`src/shared/aot_pkg.sv`:
```
// Constants, register map and types for the offset-trim register bank
//
// Summary of operation
// - Core 0, input 1, dual mode, calibration on: apply trim at index 0x346.
// - Core 0, input 0, single mode, calibration on: apply trim at index 0x348.
// - Core 0, input 1, 90-degree phase, single mode: apply trim at index 0x34A.
// - Core 1 sampling input 0, calibration on, either mode: apply index 0x34C.
// - Core 1 sampling input 1, calibration on, either mode: apply index 0x34E.
// - Each trim is 16 bits; 15:12 reserved read/write; 11:0 offset; reset zero.
// - Trims load a fused default after reset; software reads and overwrites it.
`default_nettype none
package aot_pkg;
   // Geometry
   localparam int AOT_NUM_TRIM = 5;
   localparam int AOT_REG_W    = 16;
   localparam int AOT_OFS_W    = 12;
   localparam int AOT_ADDR_W   = 12;
   localparam int AOT_DATA_W   = 32;

   // Register indices; byte address is four times the index
   localparam logic [9:0] AOT_IDX_C0_DUAL_IN1   = 10'h346;
   localparam logic [9:0] AOT_IDX_C0_SINGLE_IN0 = 10'h348;
   localparam logic [9:0] AOT_IDX_C0_SINGLE_IN1 = 10'h34A;
   localparam logic [9:0] AOT_IDX_C1_IN0        = 10'h34C;
   localparam logic [9:0] AOT_IDX_C1_IN1        = 10'h34E;

   // Control and status byte addresses
   localparam logic [11:0] AOT_ADDR_CTRL   = 12'h000;
   localparam logic [11:0] AOT_ADDR_STATUS = 12'h004;

   // Control fields
   localparam int AOT_CTRL_FG_EN_BIT  = 0;
   localparam int AOT_CTRL_DUAL_BIT   = 1;
   localparam int AOT_CTRL_RELOAD_BIT = 2;
   localparam logic [1:0] AOT_CTRL_RESET = 2'h0;

   // Status fields
   localparam int AOT_STAT_DONE_BIT  = 0;
   localparam int AOT_STAT_C0_ON_BIT = 1;
   localparam int AOT_STAT_C1_ON_BIT = 2;

   // Trim fields and reset
   localparam int AOT_TRIM_OFS_MSB = 11;
   localparam logic [15:0] AOT_TRIM_RESET = 16'h0000;

   // Decoded slots
   localparam logic [2:0] AOT_SLOT_C0_DUAL_IN1   = 3'h0;
   localparam logic [2:0] AOT_SLOT_C0_SINGLE_IN0 = 3'h1;
   localparam logic [2:0] AOT_SLOT_C0_SINGLE_IN1 = 3'h2;
   localparam logic [2:0] AOT_SLOT_C1_IN0        = 3'h3;
   localparam logic [2:0] AOT_SLOT_C1_IN1        = 3'h4;
   localparam logic [2:0] AOT_SLOT_CTRL          = 3'h5;
   localparam logic [2:0] AOT_SLOT_STATUS        = 3'h6;
   localparam logic [2:0] AOT_SLOT_NONE          = 3'h7;

   // Bus responses
   localparam logic [1:0] AOT_RESP_OKAY   = 2'h0;
   localparam logic [1:0] AOT_RESP_SLVERR = 2'h2;

   // Fused-default loader states
   typedef enum logic [1:0] {
      AOT_ST_IDLE = 2'b00,
      AOT_ST_LOAD = 2'b01,
      AOT_ST_RUN  = 2'b11
   } aot_fuse_st_t;
endpackage
`default_nettype wire

```
`src/design/aot_axil_slave.sv`:
```
// AXI4-Lite slave handshake for the offset-trim register bank
`timescale 1ns/1ps
`default_nettype none
module aot_axil_slave (
   // Clock and reset
   input  wire logic        aclk,
   input  wire logic        aresetn,
   // Write address and data
   input  wire logic [11:0] s_axi_awaddr,
   input  wire logic        s_axi_awvalid,
   output logic             s_axi_awready,
   input  wire logic [31:0] s_axi_wdata,
   input  wire logic [3:0]  s_axi_wstrb,
   input  wire logic        s_axi_wvalid,
   output logic             s_axi_wready,
   // Write response
   output logic [1:0]       s_axi_bresp,
   output logic             s_axi_bvalid,
   input  wire logic        s_axi_bready,
   // Read address and data
   input  wire logic [11:0] s_axi_araddr,
   input  wire logic        s_axi_arvalid,
   output logic             s_axi_arready,
   output logic [31:0]      s_axi_rdata,
   output logic [1:0]       s_axi_rresp,
   output logic             s_axi_rvalid,
   input  wire logic        s_axi_rready,
   // Register file side
   output logic             wr_en,
   output logic [11:0]      wr_addr,
   output logic [31:0]      wr_data,
   output logic [3:0]       wr_strb,
   input  wire logic        wr_err,
   output logic             rd_en,
   output logic [11:0]      rd_addr,
   input  wire logic [31:0] rd_data,
   input  wire logic        rd_err
);
   logic aw_full_q;
   logic w_full_q;
   logic bvalid_q;
   logic rvalid_q;
   logic [1:0]  bresp_q;
   logic [1:0]  rresp_q;
   logic [31:0] rdata_q;

   // Channel readies and strobes
   assign s_axi_awready = !aw_full_q && !bvalid_q;
   assign s_axi_wready  = !w_full_q && !bvalid_q;
   assign s_axi_arready = !rvalid_q;
   assign wr_en         = aw_full_q && w_full_q;
   assign rd_en         = s_axi_arvalid && !rvalid_q;
   assign rd_addr       = s_axi_araddr;
   assign s_axi_bvalid  = bvalid_q;
   assign s_axi_bresp   = bresp_q;
   assign s_axi_rvalid  = rvalid_q;
   assign s_axi_rresp   = rresp_q;
   assign s_axi_rdata   = rdata_q;

   // Address and data capture, either order
   always_ff @(posedge aclk) begin
      if (!aresetn) begin
         aw_full_q <= 1'b0;
         w_full_q  <= 1'b0;
         wr_addr   <= 12'h000;
         wr_data   <= 32'h0000_0000;
         wr_strb   <= 4'h0;
      end else if (wr_en) begin
         aw_full_q <= 1'b0;
         w_full_q  <= 1'b0;
      end else begin
         if (s_axi_awvalid && s_axi_awready) begin
            aw_full_q <= 1'b1;
            wr_addr   <= s_axi_awaddr;
         end
         if (s_axi_wvalid && s_axi_wready) begin
            w_full_q <= 1'b1;
            wr_data  <= s_axi_wdata;
            wr_strb  <= s_axi_wstrb;
         end
      end
   end

   // Write response after both halves are in
   always_ff @(posedge aclk) begin
      if (!aresetn) begin
         bvalid_q <= 1'b0;
         bresp_q  <= aot_pkg::AOT_RESP_OKAY;
      end else if (wr_en) begin
         bvalid_q <= 1'b1;
         bresp_q  <= wr_err ? aot_pkg::AOT_RESP_SLVERR : aot_pkg::AOT_RESP_OKAY;
      end else if (s_axi_bready) begin
         bvalid_q <= 1'b0;
      end
   end

   // Read answer one cycle after the address is taken
   always_ff @(posedge aclk) begin
      if (!aresetn) begin
         rvalid_q <= 1'b0;
         rresp_q  <= aot_pkg::AOT_RESP_OKAY;
         rdata_q  <= 32'h0000_0000;
      end else if (rd_en) begin
         rvalid_q <= 1'b1;
         rresp_q  <= rd_err ? aot_pkg::AOT_RESP_SLVERR : aot_pkg::AOT_RESP_OKAY;
         rdata_q  <= rd_data;
      end else if (s_axi_rready) begin
         rvalid_q <= 1'b0;
      end
   end
endmodule
`default_nettype wire

```
`src/design/aot_trim_regs.sv`:
```
// Offset-trim register bank with fused defaults and datapath selection
//
// Local design decision: register access over AXI4-Lite.
`timescale 1ns/1ps
`default_nettype none
module aot_trim_regs #(
   parameter int NUM_TRIM = aot_pkg::AOT_NUM_TRIM
) (
   // Clock and reset
   input  wire logic                   aclk,
   input  wire logic                   aresetn,
   // AXI4-Lite write address and data
   input  wire logic [11:0]            s_axi_awaddr,
   input  wire logic                   s_axi_awvalid,
   output logic                        s_axi_awready,
   input  wire logic [31:0]            s_axi_wdata,
   input  wire logic [3:0]             s_axi_wstrb,
   input  wire logic                   s_axi_wvalid,
   output logic                        s_axi_wready,
   // AXI4-Lite write response
   output logic [1:0]                  s_axi_bresp,
   output logic                        s_axi_bvalid,
   input  wire logic                   s_axi_bready,
   // AXI4-Lite read
   input  wire logic [11:0]            s_axi_araddr,
   input  wire logic                   s_axi_arvalid,
   output logic                        s_axi_arready,
   output logic [31:0]                 s_axi_rdata,
   output logic [1:0]                  s_axi_rresp,
   output logic                        s_axi_rvalid,
   input  wire logic                   s_axi_rready,
   // Fused defaults, slot 0 in the low word
   input  wire logic [NUM_TRIM*16-1:0] fuse_trim_default,
   // Sampling state from the converter cores
   input  wire logic                   core0_input_sel,
   input  wire logic                   core0_phase90,
   input  wire logic                   core1_input_sel,
   // Offsets to the datapath
   output logic [11:0]                 core0_offset,
   output logic                        core0_offset_on,
   output logic [11:0]                 core1_offset,
   output logic                        core1_offset_on,
   output logic                        fuse_load_done
);
   logic        wr_en;
   logic [11:0] wr_addr;
   logic [31:0] wr_data;
   logic [3:0]  wr_strb;
   logic        wr_err;
   logic        rd_en;
   logic [11:0] rd_addr;
   logic [31:0] rd_data;
   logic        rd_err;

   logic [15:0] trim_q [NUM_TRIM];
   logic        fg_en_q;
   logic        dual_q;
   logic        reload_d;
   logic [2:0]  wr_slot;
   logic [2:0]  rd_slot;
   logic [2:0]  core0_slot;
   logic [2:0]  core1_slot;
   logic [11:0] core0_offset_q;
   logic [11:0] core1_offset_q;
   logic        core0_on_q;
   logic        core1_on_q;

   aot_pkg::aot_fuse_st_t st_q;
   aot_pkg::aot_fuse_st_t st_d;

   // Byte address to register slot
   function automatic logic [2:0] aot_addr_slot(input logic [11:0] a);
      logic [2:0] s;
      s = aot_pkg::AOT_SLOT_NONE;
      case (a)
         {aot_pkg::AOT_IDX_C0_DUAL_IN1, 2'b00}:   s = aot_pkg::AOT_SLOT_C0_DUAL_IN1;
         {aot_pkg::AOT_IDX_C0_SINGLE_IN0, 2'b00}: s = aot_pkg::AOT_SLOT_C0_SINGLE_IN0;
         {aot_pkg::AOT_IDX_C0_SINGLE_IN1, 2'b00}: s = aot_pkg::AOT_SLOT_C0_SINGLE_IN1;
         {aot_pkg::AOT_IDX_C1_IN0, 2'b00}:        s = aot_pkg::AOT_SLOT_C1_IN0;
         {aot_pkg::AOT_IDX_C1_IN1, 2'b00}:        s = aot_pkg::AOT_SLOT_C1_IN1;
         aot_pkg::AOT_ADDR_CTRL:                  s = aot_pkg::AOT_SLOT_CTRL;
         aot_pkg::AOT_ADDR_STATUS:                s = aot_pkg::AOT_SLOT_STATUS;
         default:                                 s = aot_pkg::AOT_SLOT_NONE;
      endcase
      return s;
   endfunction

   // Which trim a core uses for its present sampling state
   function automatic logic [2:0] aot_pick(input logic core1,
                                           input logic in1,
                                           input logic ph90,
                                           input logic dual);
      logic [2:0] s;
      s = aot_pkg::AOT_SLOT_NONE;
      if (core1) begin
         s = in1 ? aot_pkg::AOT_SLOT_C1_IN1
                 : aot_pkg::AOT_SLOT_C1_IN0;
      end else if (dual) begin
         if (in1) begin
            s = aot_pkg::AOT_SLOT_C0_DUAL_IN1;
         end
      end else if (!in1) begin
         s = aot_pkg::AOT_SLOT_C0_SINGLE_IN0;
      end else if (ph90) begin
         s = aot_pkg::AOT_SLOT_C0_SINGLE_IN1;
      end
      return s;
   endfunction

   // Byte-lane merge into a 16-bit register
   function automatic logic [15:0] aot_merge(input logic [15:0] old,
                                             input logic [31:0] d,
                                             input logic [3:0]  strb);
      logic [15:0] r;
      r = old;
      if (strb[0]) begin
         r[7:0] = d[7:0];
      end
      if (strb[1]) begin
         r[15:8] = d[15:8];
      end
      return r;
   endfunction

   // Bus handshake
   aot_axil_slave u_slave (
      .aclk          (aclk),
      .aresetn       (aresetn),
      .s_axi_awaddr  (s_axi_awaddr),
      .s_axi_awvalid (s_axi_awvalid),
      .s_axi_awready (s_axi_awready),
      .s_axi_wdata   (s_axi_wdata),
      .s_axi_wstrb   (s_axi_wstrb),
      .s_axi_wvalid  (s_axi_wvalid),
      .s_axi_wready  (s_axi_wready),
      .s_axi_bresp   (s_axi_bresp),
      .s_axi_bvalid  (s_axi_bvalid),
      .s_axi_bready  (s_axi_bready),
      .s_axi_araddr  (s_axi_araddr),
      .s_axi_arvalid (s_axi_arvalid),
      .s_axi_arready (s_axi_arready),
      .s_axi_rdata   (s_axi_rdata),
      .s_axi_rresp   (s_axi_rresp),
      .s_axi_rvalid  (s_axi_rvalid),
      .s_axi_rready  (s_axi_rready),
      .wr_en         (wr_en),
      .wr_addr       (wr_addr),
      .wr_data       (wr_data),
      .wr_strb       (wr_strb),
      .wr_err        (wr_err),
      .rd_en         (rd_en),
      .rd_addr       (rd_addr),
      .rd_data       (rd_data),
      .rd_err        (rd_err)
   );

   // Address decode
   assign wr_slot  = aot_addr_slot(wr_addr);
   assign rd_slot  = aot_addr_slot(rd_addr);
   assign wr_err   = (wr_slot == aot_pkg::AOT_SLOT_NONE);
   assign rd_err   = (rd_slot == aot_pkg::AOT_SLOT_NONE);
   assign reload_d = wr_en && (wr_slot == aot_pkg::AOT_SLOT_CTRL) && wr_strb[0]
                     && wr_data[aot_pkg::AOT_CTRL_RELOAD_BIT];

   // Fused-default loader sequence
   always_comb begin
      st_d = st_q;
      case (st_q)
         aot_pkg::AOT_ST_IDLE: st_d = aot_pkg::AOT_ST_LOAD;
         aot_pkg::AOT_ST_LOAD: st_d = aot_pkg::AOT_ST_RUN;
         aot_pkg::AOT_ST_RUN: begin
            if (reload_d) begin
               st_d = aot_pkg::AOT_ST_LOAD;
            end
         end
         default: st_d = aot_pkg::AOT_ST_IDLE;
      endcase
   end

   // Loader state register
   always_ff @(posedge aclk) begin
      if (!aresetn) begin
         st_q <= aot_pkg::AOT_ST_IDLE;
      end else begin
         st_q <= st_d;
      end
   end

   // Trim storage: zero at reset, fused default on load, then bus writes
   always_ff @(posedge aclk) begin
      if (!aresetn) begin
         for (int i = 0; i < NUM_TRIM; i++) begin
            trim_q[i] <= aot_pkg::AOT_TRIM_RESET;
         end
      end else if (st_q == aot_pkg::AOT_ST_LOAD) begin
         for (int i = 0; i < NUM_TRIM; i++) begin
            trim_q[i] <= fuse_trim_default[i*16 +: 16];
         end
      end else if (wr_en && (wr_slot < aot_pkg::AOT_SLOT_CTRL)) begin
         trim_q[wr_slot] <= aot_merge(trim_q[wr_slot], wr_data, wr_strb);
      end
   end

   // Control register: calibration enable and channel mode
   always_ff @(posedge aclk) begin
      if (!aresetn) begin
         fg_en_q <= aot_pkg::AOT_CTRL_RESET[aot_pkg::AOT_CTRL_FG_EN_BIT];
         dual_q  <= aot_pkg::AOT_CTRL_RESET[aot_pkg::AOT_CTRL_DUAL_BIT];
      end else if (wr_en && (wr_slot == aot_pkg::AOT_SLOT_CTRL) && wr_strb[0]) begin
         fg_en_q <= wr_data[aot_pkg::AOT_CTRL_FG_EN_BIT];
         dual_q  <= wr_data[aot_pkg::AOT_CTRL_DUAL_BIT];
      end
   end

   // Read data mux; upper bits read zero
   always_comb begin
      rd_data = 32'h0000_0000;
      case (rd_slot)
         aot_pkg::AOT_SLOT_CTRL: begin
            rd_data[aot_pkg::AOT_CTRL_FG_EN_BIT] = fg_en_q;
            rd_data[aot_pkg::AOT_CTRL_DUAL_BIT]  = dual_q;
         end
         aot_pkg::AOT_SLOT_STATUS: begin
            rd_data[aot_pkg::AOT_STAT_DONE_BIT]  = (st_q == aot_pkg::AOT_ST_RUN);
            rd_data[aot_pkg::AOT_STAT_C0_ON_BIT] = core0_on_q;
            rd_data[aot_pkg::AOT_STAT_C1_ON_BIT] = core1_on_q;
         end
         aot_pkg::AOT_SLOT_NONE: rd_data = 32'h0000_0000;
         default: rd_data[15:0] = trim_q[rd_slot];
      endcase
   end

   // Trim selection per core
   assign core0_slot = aot_pick(1'b0, core0_input_sel, core0_phase90, dual_q);
   assign core1_slot = aot_pick(1'b1, core1_input_sel, 1'b0, dual_q);

   // Applied offsets, only with foreground calibration on
   always_ff @(posedge aclk) begin
      if (!aresetn) begin
         core0_offset_q <= 12'h000;
         core0_on_q     <= 1'b0;
         core1_offset_q <= 12'h000;
         core1_on_q     <= 1'b0;
      end else begin
         core0_on_q     <= fg_en_q && (core0_slot != aot_pkg::AOT_SLOT_NONE);
         core1_on_q     <= fg_en_q;
         core0_offset_q <= 12'h000;
         core1_offset_q <= 12'h000;
         if (fg_en_q && (core0_slot != aot_pkg::AOT_SLOT_NONE)) begin
            core0_offset_q <= trim_q[core0_slot][aot_pkg::AOT_TRIM_OFS_MSB:0];
         end
         if (fg_en_q) begin
            core1_offset_q <= trim_q[core1_slot][aot_pkg::AOT_TRIM_OFS_MSB:0];
         end
      end
   end

   // Outputs
   assign core0_offset    = core0_offset_q;
   assign core0_offset_on = core0_on_q;
   assign core1_offset    = core1_offset_q;
   assign core1_offset_on = core1_on_q;
   assign fuse_load_done  = (st_q == aot_pkg::AOT_ST_RUN);
endmodule
`default_nettype wire

```
`config.mk`:
```
export PLATFORM = sky130hd
export DESIGN_NAME = aot_trim_regs
export DESIGN_NICKNAME = d
export VERILOG_FILES = /design/src/shared/aot_pkg.sv /design/src/design/aot_axil_slave.sv /design/src/design/aot_trim_regs.sv
export SDC_FILE = /design/constraint.sdc
export NUM_CORES = 1
export LEC_CHECK = 0
export BUFFER_PORTS_ARGS = -buffer_cell sky130_fd_sc_hd__buf_4
export CAP_MARGIN = 20
export CORE_ASPECT_RATIO = 0.8
export CORE_MARGIN = 8
export CORE_UTILIZATION = 30
export DETAILED_ROUTE_END_ITERATION = 12
export GPL_TIMING_DRIVEN = 0
export HOLD_SLACK_MARGIN = 0.06
export MAX_ROUTING_LAYER = met4
export REMOVE_ABC_BUFFERS = 1
export SETUP_SLACK_MARGIN = 0.2
export SYNTH_ARGS = -nofsm -noshare
export SYNTH_HDL_FRONTEND = slang
export SYNTH_SLANG_ARGS = --single-unit
```
`constraint.sdc`:
```
create_clock -name aclk -period 2.38 [get_ports aclk]
set_input_delay 0.238 -clock aclk [delete_from_list [all_inputs] [get_ports aclk]]
set_output_delay 0.238 -clock aclk [all_outputs]
set_load 0.01 [all_outputs]
```
==> results by group <==
Status
  • Outcome: complete, no violations

Global route
  • Vias in the first global route: 6926
  • Met2 global-route usage: 26.8%
  • Largest net degree at the start of global routing: 50
  • First-pass GRT wire length: 40600 um
  • GRT met1 Usage: 23.0%
  • Antenna violations before repair: 0
  • GRT overflow: 0
  • Met3 Resource Use GR: 4.49%
  • Most used routing layer: met2
  • Global Route Usage Sum: 17.5%

Floorplanning
  • Chip Width: 196 um
  • Site Rows: 52
  • Die height: 160 um
  • Die Area: 31500 um2
  • Top Ports: 218
  • Initial Util: 30.7%
  • Core ar.: 25400 um2

Timing
  • Final worst-path cycle share: 90.9%
  • F_max: 462 MHz
  • Slew @ Worst Pin: 1030 ps
  • Worst Skew: 20.6 ps
  • RSZ-0062 raised after global routing: true
  • Final Setup Violations: 0
  • Fin crit period: 2160 ps
  • Worst hold slack: 69.0 ps
  • Setup TNS: 0 ps
  • Post-route setup slack: 217 ps
  • Final Max Slew Viols: 0
  • Max-slew headroom: 31.1%
  • Final Hold Viols: 0

Logic synthesis
  • Syn_area_per_cell: 9.81 um2
  • Synth Register Bits: 166
  • Async S/R FF share, synth: 0%
  • Library cells used by synthesis: 56
  • Yosys warns: 0
  • EDFF count, synth: 84
  • Dominant synthesized flop cell: edfxtp_1
  • Synthesized cell area: 7810 um2
  • Synth Instances: 796
  • Sequential element share of the synthesized area: 53.3%

Layout
  • Layout cells sized above 1: 28.8%
  • Diode count: 0
  • Area delta synth->final: 35.0%
  • Nets: 1145

Power
  • Lkg Pwr: 4.17 nW
  • Pwr dens: 641 nW/um2
  • Max VDD drop: 0.000478 V
  • Total power: 6.76 mW

Flow run
  • MaxCap Viol Count: 0

Routing
  • Routed len/inst: 20.2 um
  • Via density per instance: 4.94
  • Via count: 6720
  • Final ANT Viol Nets: 0
  • Total Routed Length: 27500 um
  • Drt pass-1 iters: 4
  • DRC Markers: 0
  • Iter 0 DRT Violations: 515

Setup path
  • CP Cell Sequence: buf_4 > or3_1 > or4_4 > nand2_1 > mux4_2 > nand2b_1 > a21oi_1
  • Top delay family on crit path: simple AND/OR/NAND/NOR gates
  • Crit path required time: 2700 ps
  • Slowest cell on crit path: or4_4
  • CP max FO: 12
  • WP data arrival: 2480 ps
  • Crit path kind: input port to flop
  • Crit end category: flop
  • CP Launch Type: input port
  • Max stage delay on crit path: 710 ps
  • WP buf/inv: 1

Placement
  • IO Port Bufs: 181
  • Final HPWL DP: 20200 um
  • Place WS: -1930 ps
  • Routability Congestion: 0.842

Clock tree
  • Num CTS Buffers: 17
  • CTS tree: built
  • Root Driver: clkbuf_16
  • Clk slew on worst S/H paths: 60 ps
  • CTS max path bufs: 2
  • Worst skew pair latency: 440 ps
  • H-tree depth: 4
  • Num Clock Sinks: 166

Worst hold path
  • Type of the worst min-delay path: input port to flop
-- worst reg2reg max path: cells and delay by family (launching register included) --
kind	cells	cell delay, ps
AND/OR/NAND/NOR	2	740
flip-flops	1	450
AO/OA/AOI/OAI	2	410
buffers and inverters	1	150
-- layer usage --
metal  up-vias  wire, um
met4         0       363
met2       273     12500
met3        25      1760
met5         -         0
li1       3198         -
met1      3224     12900
-- placed cells by master, fill, tap and decap left out, types with 5 or more instances in the layout --
cell	instances
buf_12	7
dlygate4sd3_1	14
o21ai_0	87
edfxtp_1	84
a21oi_1	14
a22oi_1	5
nor2b_1	14
and3_1	7
a22o_1	8
nor3_1	7
inv_1	10
nor2_1	31
conb_1	22
mux2_2	5
nor4_1	7
inv_6	5
nand2b_1	8
o211ai_1	9
mux2i_1	33
mux4_2	10
nand2_1	189
buf_4	202
dfxtp_1	82
a21boi_0	42
clkbuf_16	18
o21bai_4	6
-- stage by stage --
| stage | cell area [um2] | instances | utilization [%] |
|---|---|---|---|
| 6_report | 10500 | 1359 | 41.4 |
| 5_1_grt | 10500 | 1359 | 41.4 |
| 4_1_cts | 10300 | 1345 | 40.6 |
| 3_5_place_dp | 9410 | 1288 | 37.0 |
| 3_3_place_gp | 9340 | 1283 | 36.7 |
| 2_1_floorplan | 7540 | 751 | - |
-- kinds of logic (layout without fill, tap and decap cells) --
| kind of cell | count (synthesis) | in the layout | synth area share [%] |
|---|---|---|---|
| xor gates and xnor gates | 2 | 2 | 0.224 |
| buffers and inverters | 76 | 267 | 4.90 |
| DFF | 166 | 166 | 53.3 |
| muxes | 48 | 48 | 7.84 |
| and+or+nand+nor | 299 | 299 | 17.1 |
| other | 1 | 22 | 0.0480 |
| AOI/OAI and AO/OA | 204 | 204 | 16.5 |
-- repair_timing --
action,CTS,global route
pin swaps,5,8
resized for setup,29,10
endpoints found under the setup margin,178,133
hold buffers,14,0
buffers inserted,11,14
endpoints found under the hold margin,14,0
-- worst paths after layout --
kind | cells past startpoint | startpoint | slack, ps | to
setup reg to reg | 5 | st_q[1]$_SDFFE_PN0P_ | 340 | trim_q[0][3]$_DFFE_PP_
hold / removal | 3 | s_axi_wdata[4] | 70 | u_slave.wr_data[4]$_SDFFE_PN0P_
hold reg to reg | 2 | u_slave.wr_data[12]$_SDFFE_PN0P_ | 470 | u_slave.wr_data[12]$_SDFFE_PN0P_
setup / recovery | 7 | s_axi_araddr[7] | 220 | u_slave.s_axi_rdata[1]$_SDFFE_PN0P_
-- cells in the mapped netlist, types with 2 or more instances --
master,count,area [um2]
buf_4,19,143
a32o_1,4,40.0
o22ai_1,4,25.0
o21a_1,2,15.0
a22o_1,8,70.1
clkbuf_1,40,150
buf_2,3,15.0
nor2_1,33,124
a22oi_1,5,37.5
nand4_1,4,25.0
nor3_1,11,55.1
inv_1,10,37.5
mux2_2,5,56.3
nor4_1,8,50.1
and2_1,4,25.0
o21ai_1,5,25.0
dfxtp_1,82,1640
a21boi_0,42,315
a21o_1,6,45.0
o211ai_1,9,67.6
mux2i_1,33,330
and3_1,7,43.8
nand2_1,191,717
mux4_2,10,225
o21ai_0,88,440
or3_1,2,12.5
a31oi_1,2,12.5
nand2b_1,8,50.1
o21bai_1,6,45.0
o32ai_1,2,17.5
or4_1,4,30.0
edfxtp_1,84,2520
buf_6,3,33.8
a21oi_1,15,75.1
nor2b_1,14,87.6
nand3_1,3,15.0
-- registers in the layout (all words and copies together) (netlist names), 2 cells and up --
register	flops
u_slave.wr_data	16
st_q	2
core1_offset	12
u_slave.s_axi_rdata	16
core0_offset	12
u_slave.wr_addr	12
u_slave.wr_strb	2
trim_q	84
-- power breakdown --
group	total (mW)	switching, mW	internal (mW)
combinational	0.772	0.389	0.382
clock	2.70	1.23	1.47
sequential	3.29	0.108	3.18
-- final cells by class --
cell class              count  area [um2]
fillers                  2519       14900
flip-flops and latches    166        4160
multi-input cells         575        3510
repair buffers            225        1820
clock buffers              21         482
well taps                 351         439
clock inverters            11        82.6
inverters                  10        37.5
No activity file was read; power rests on OpenSTA's default activity.
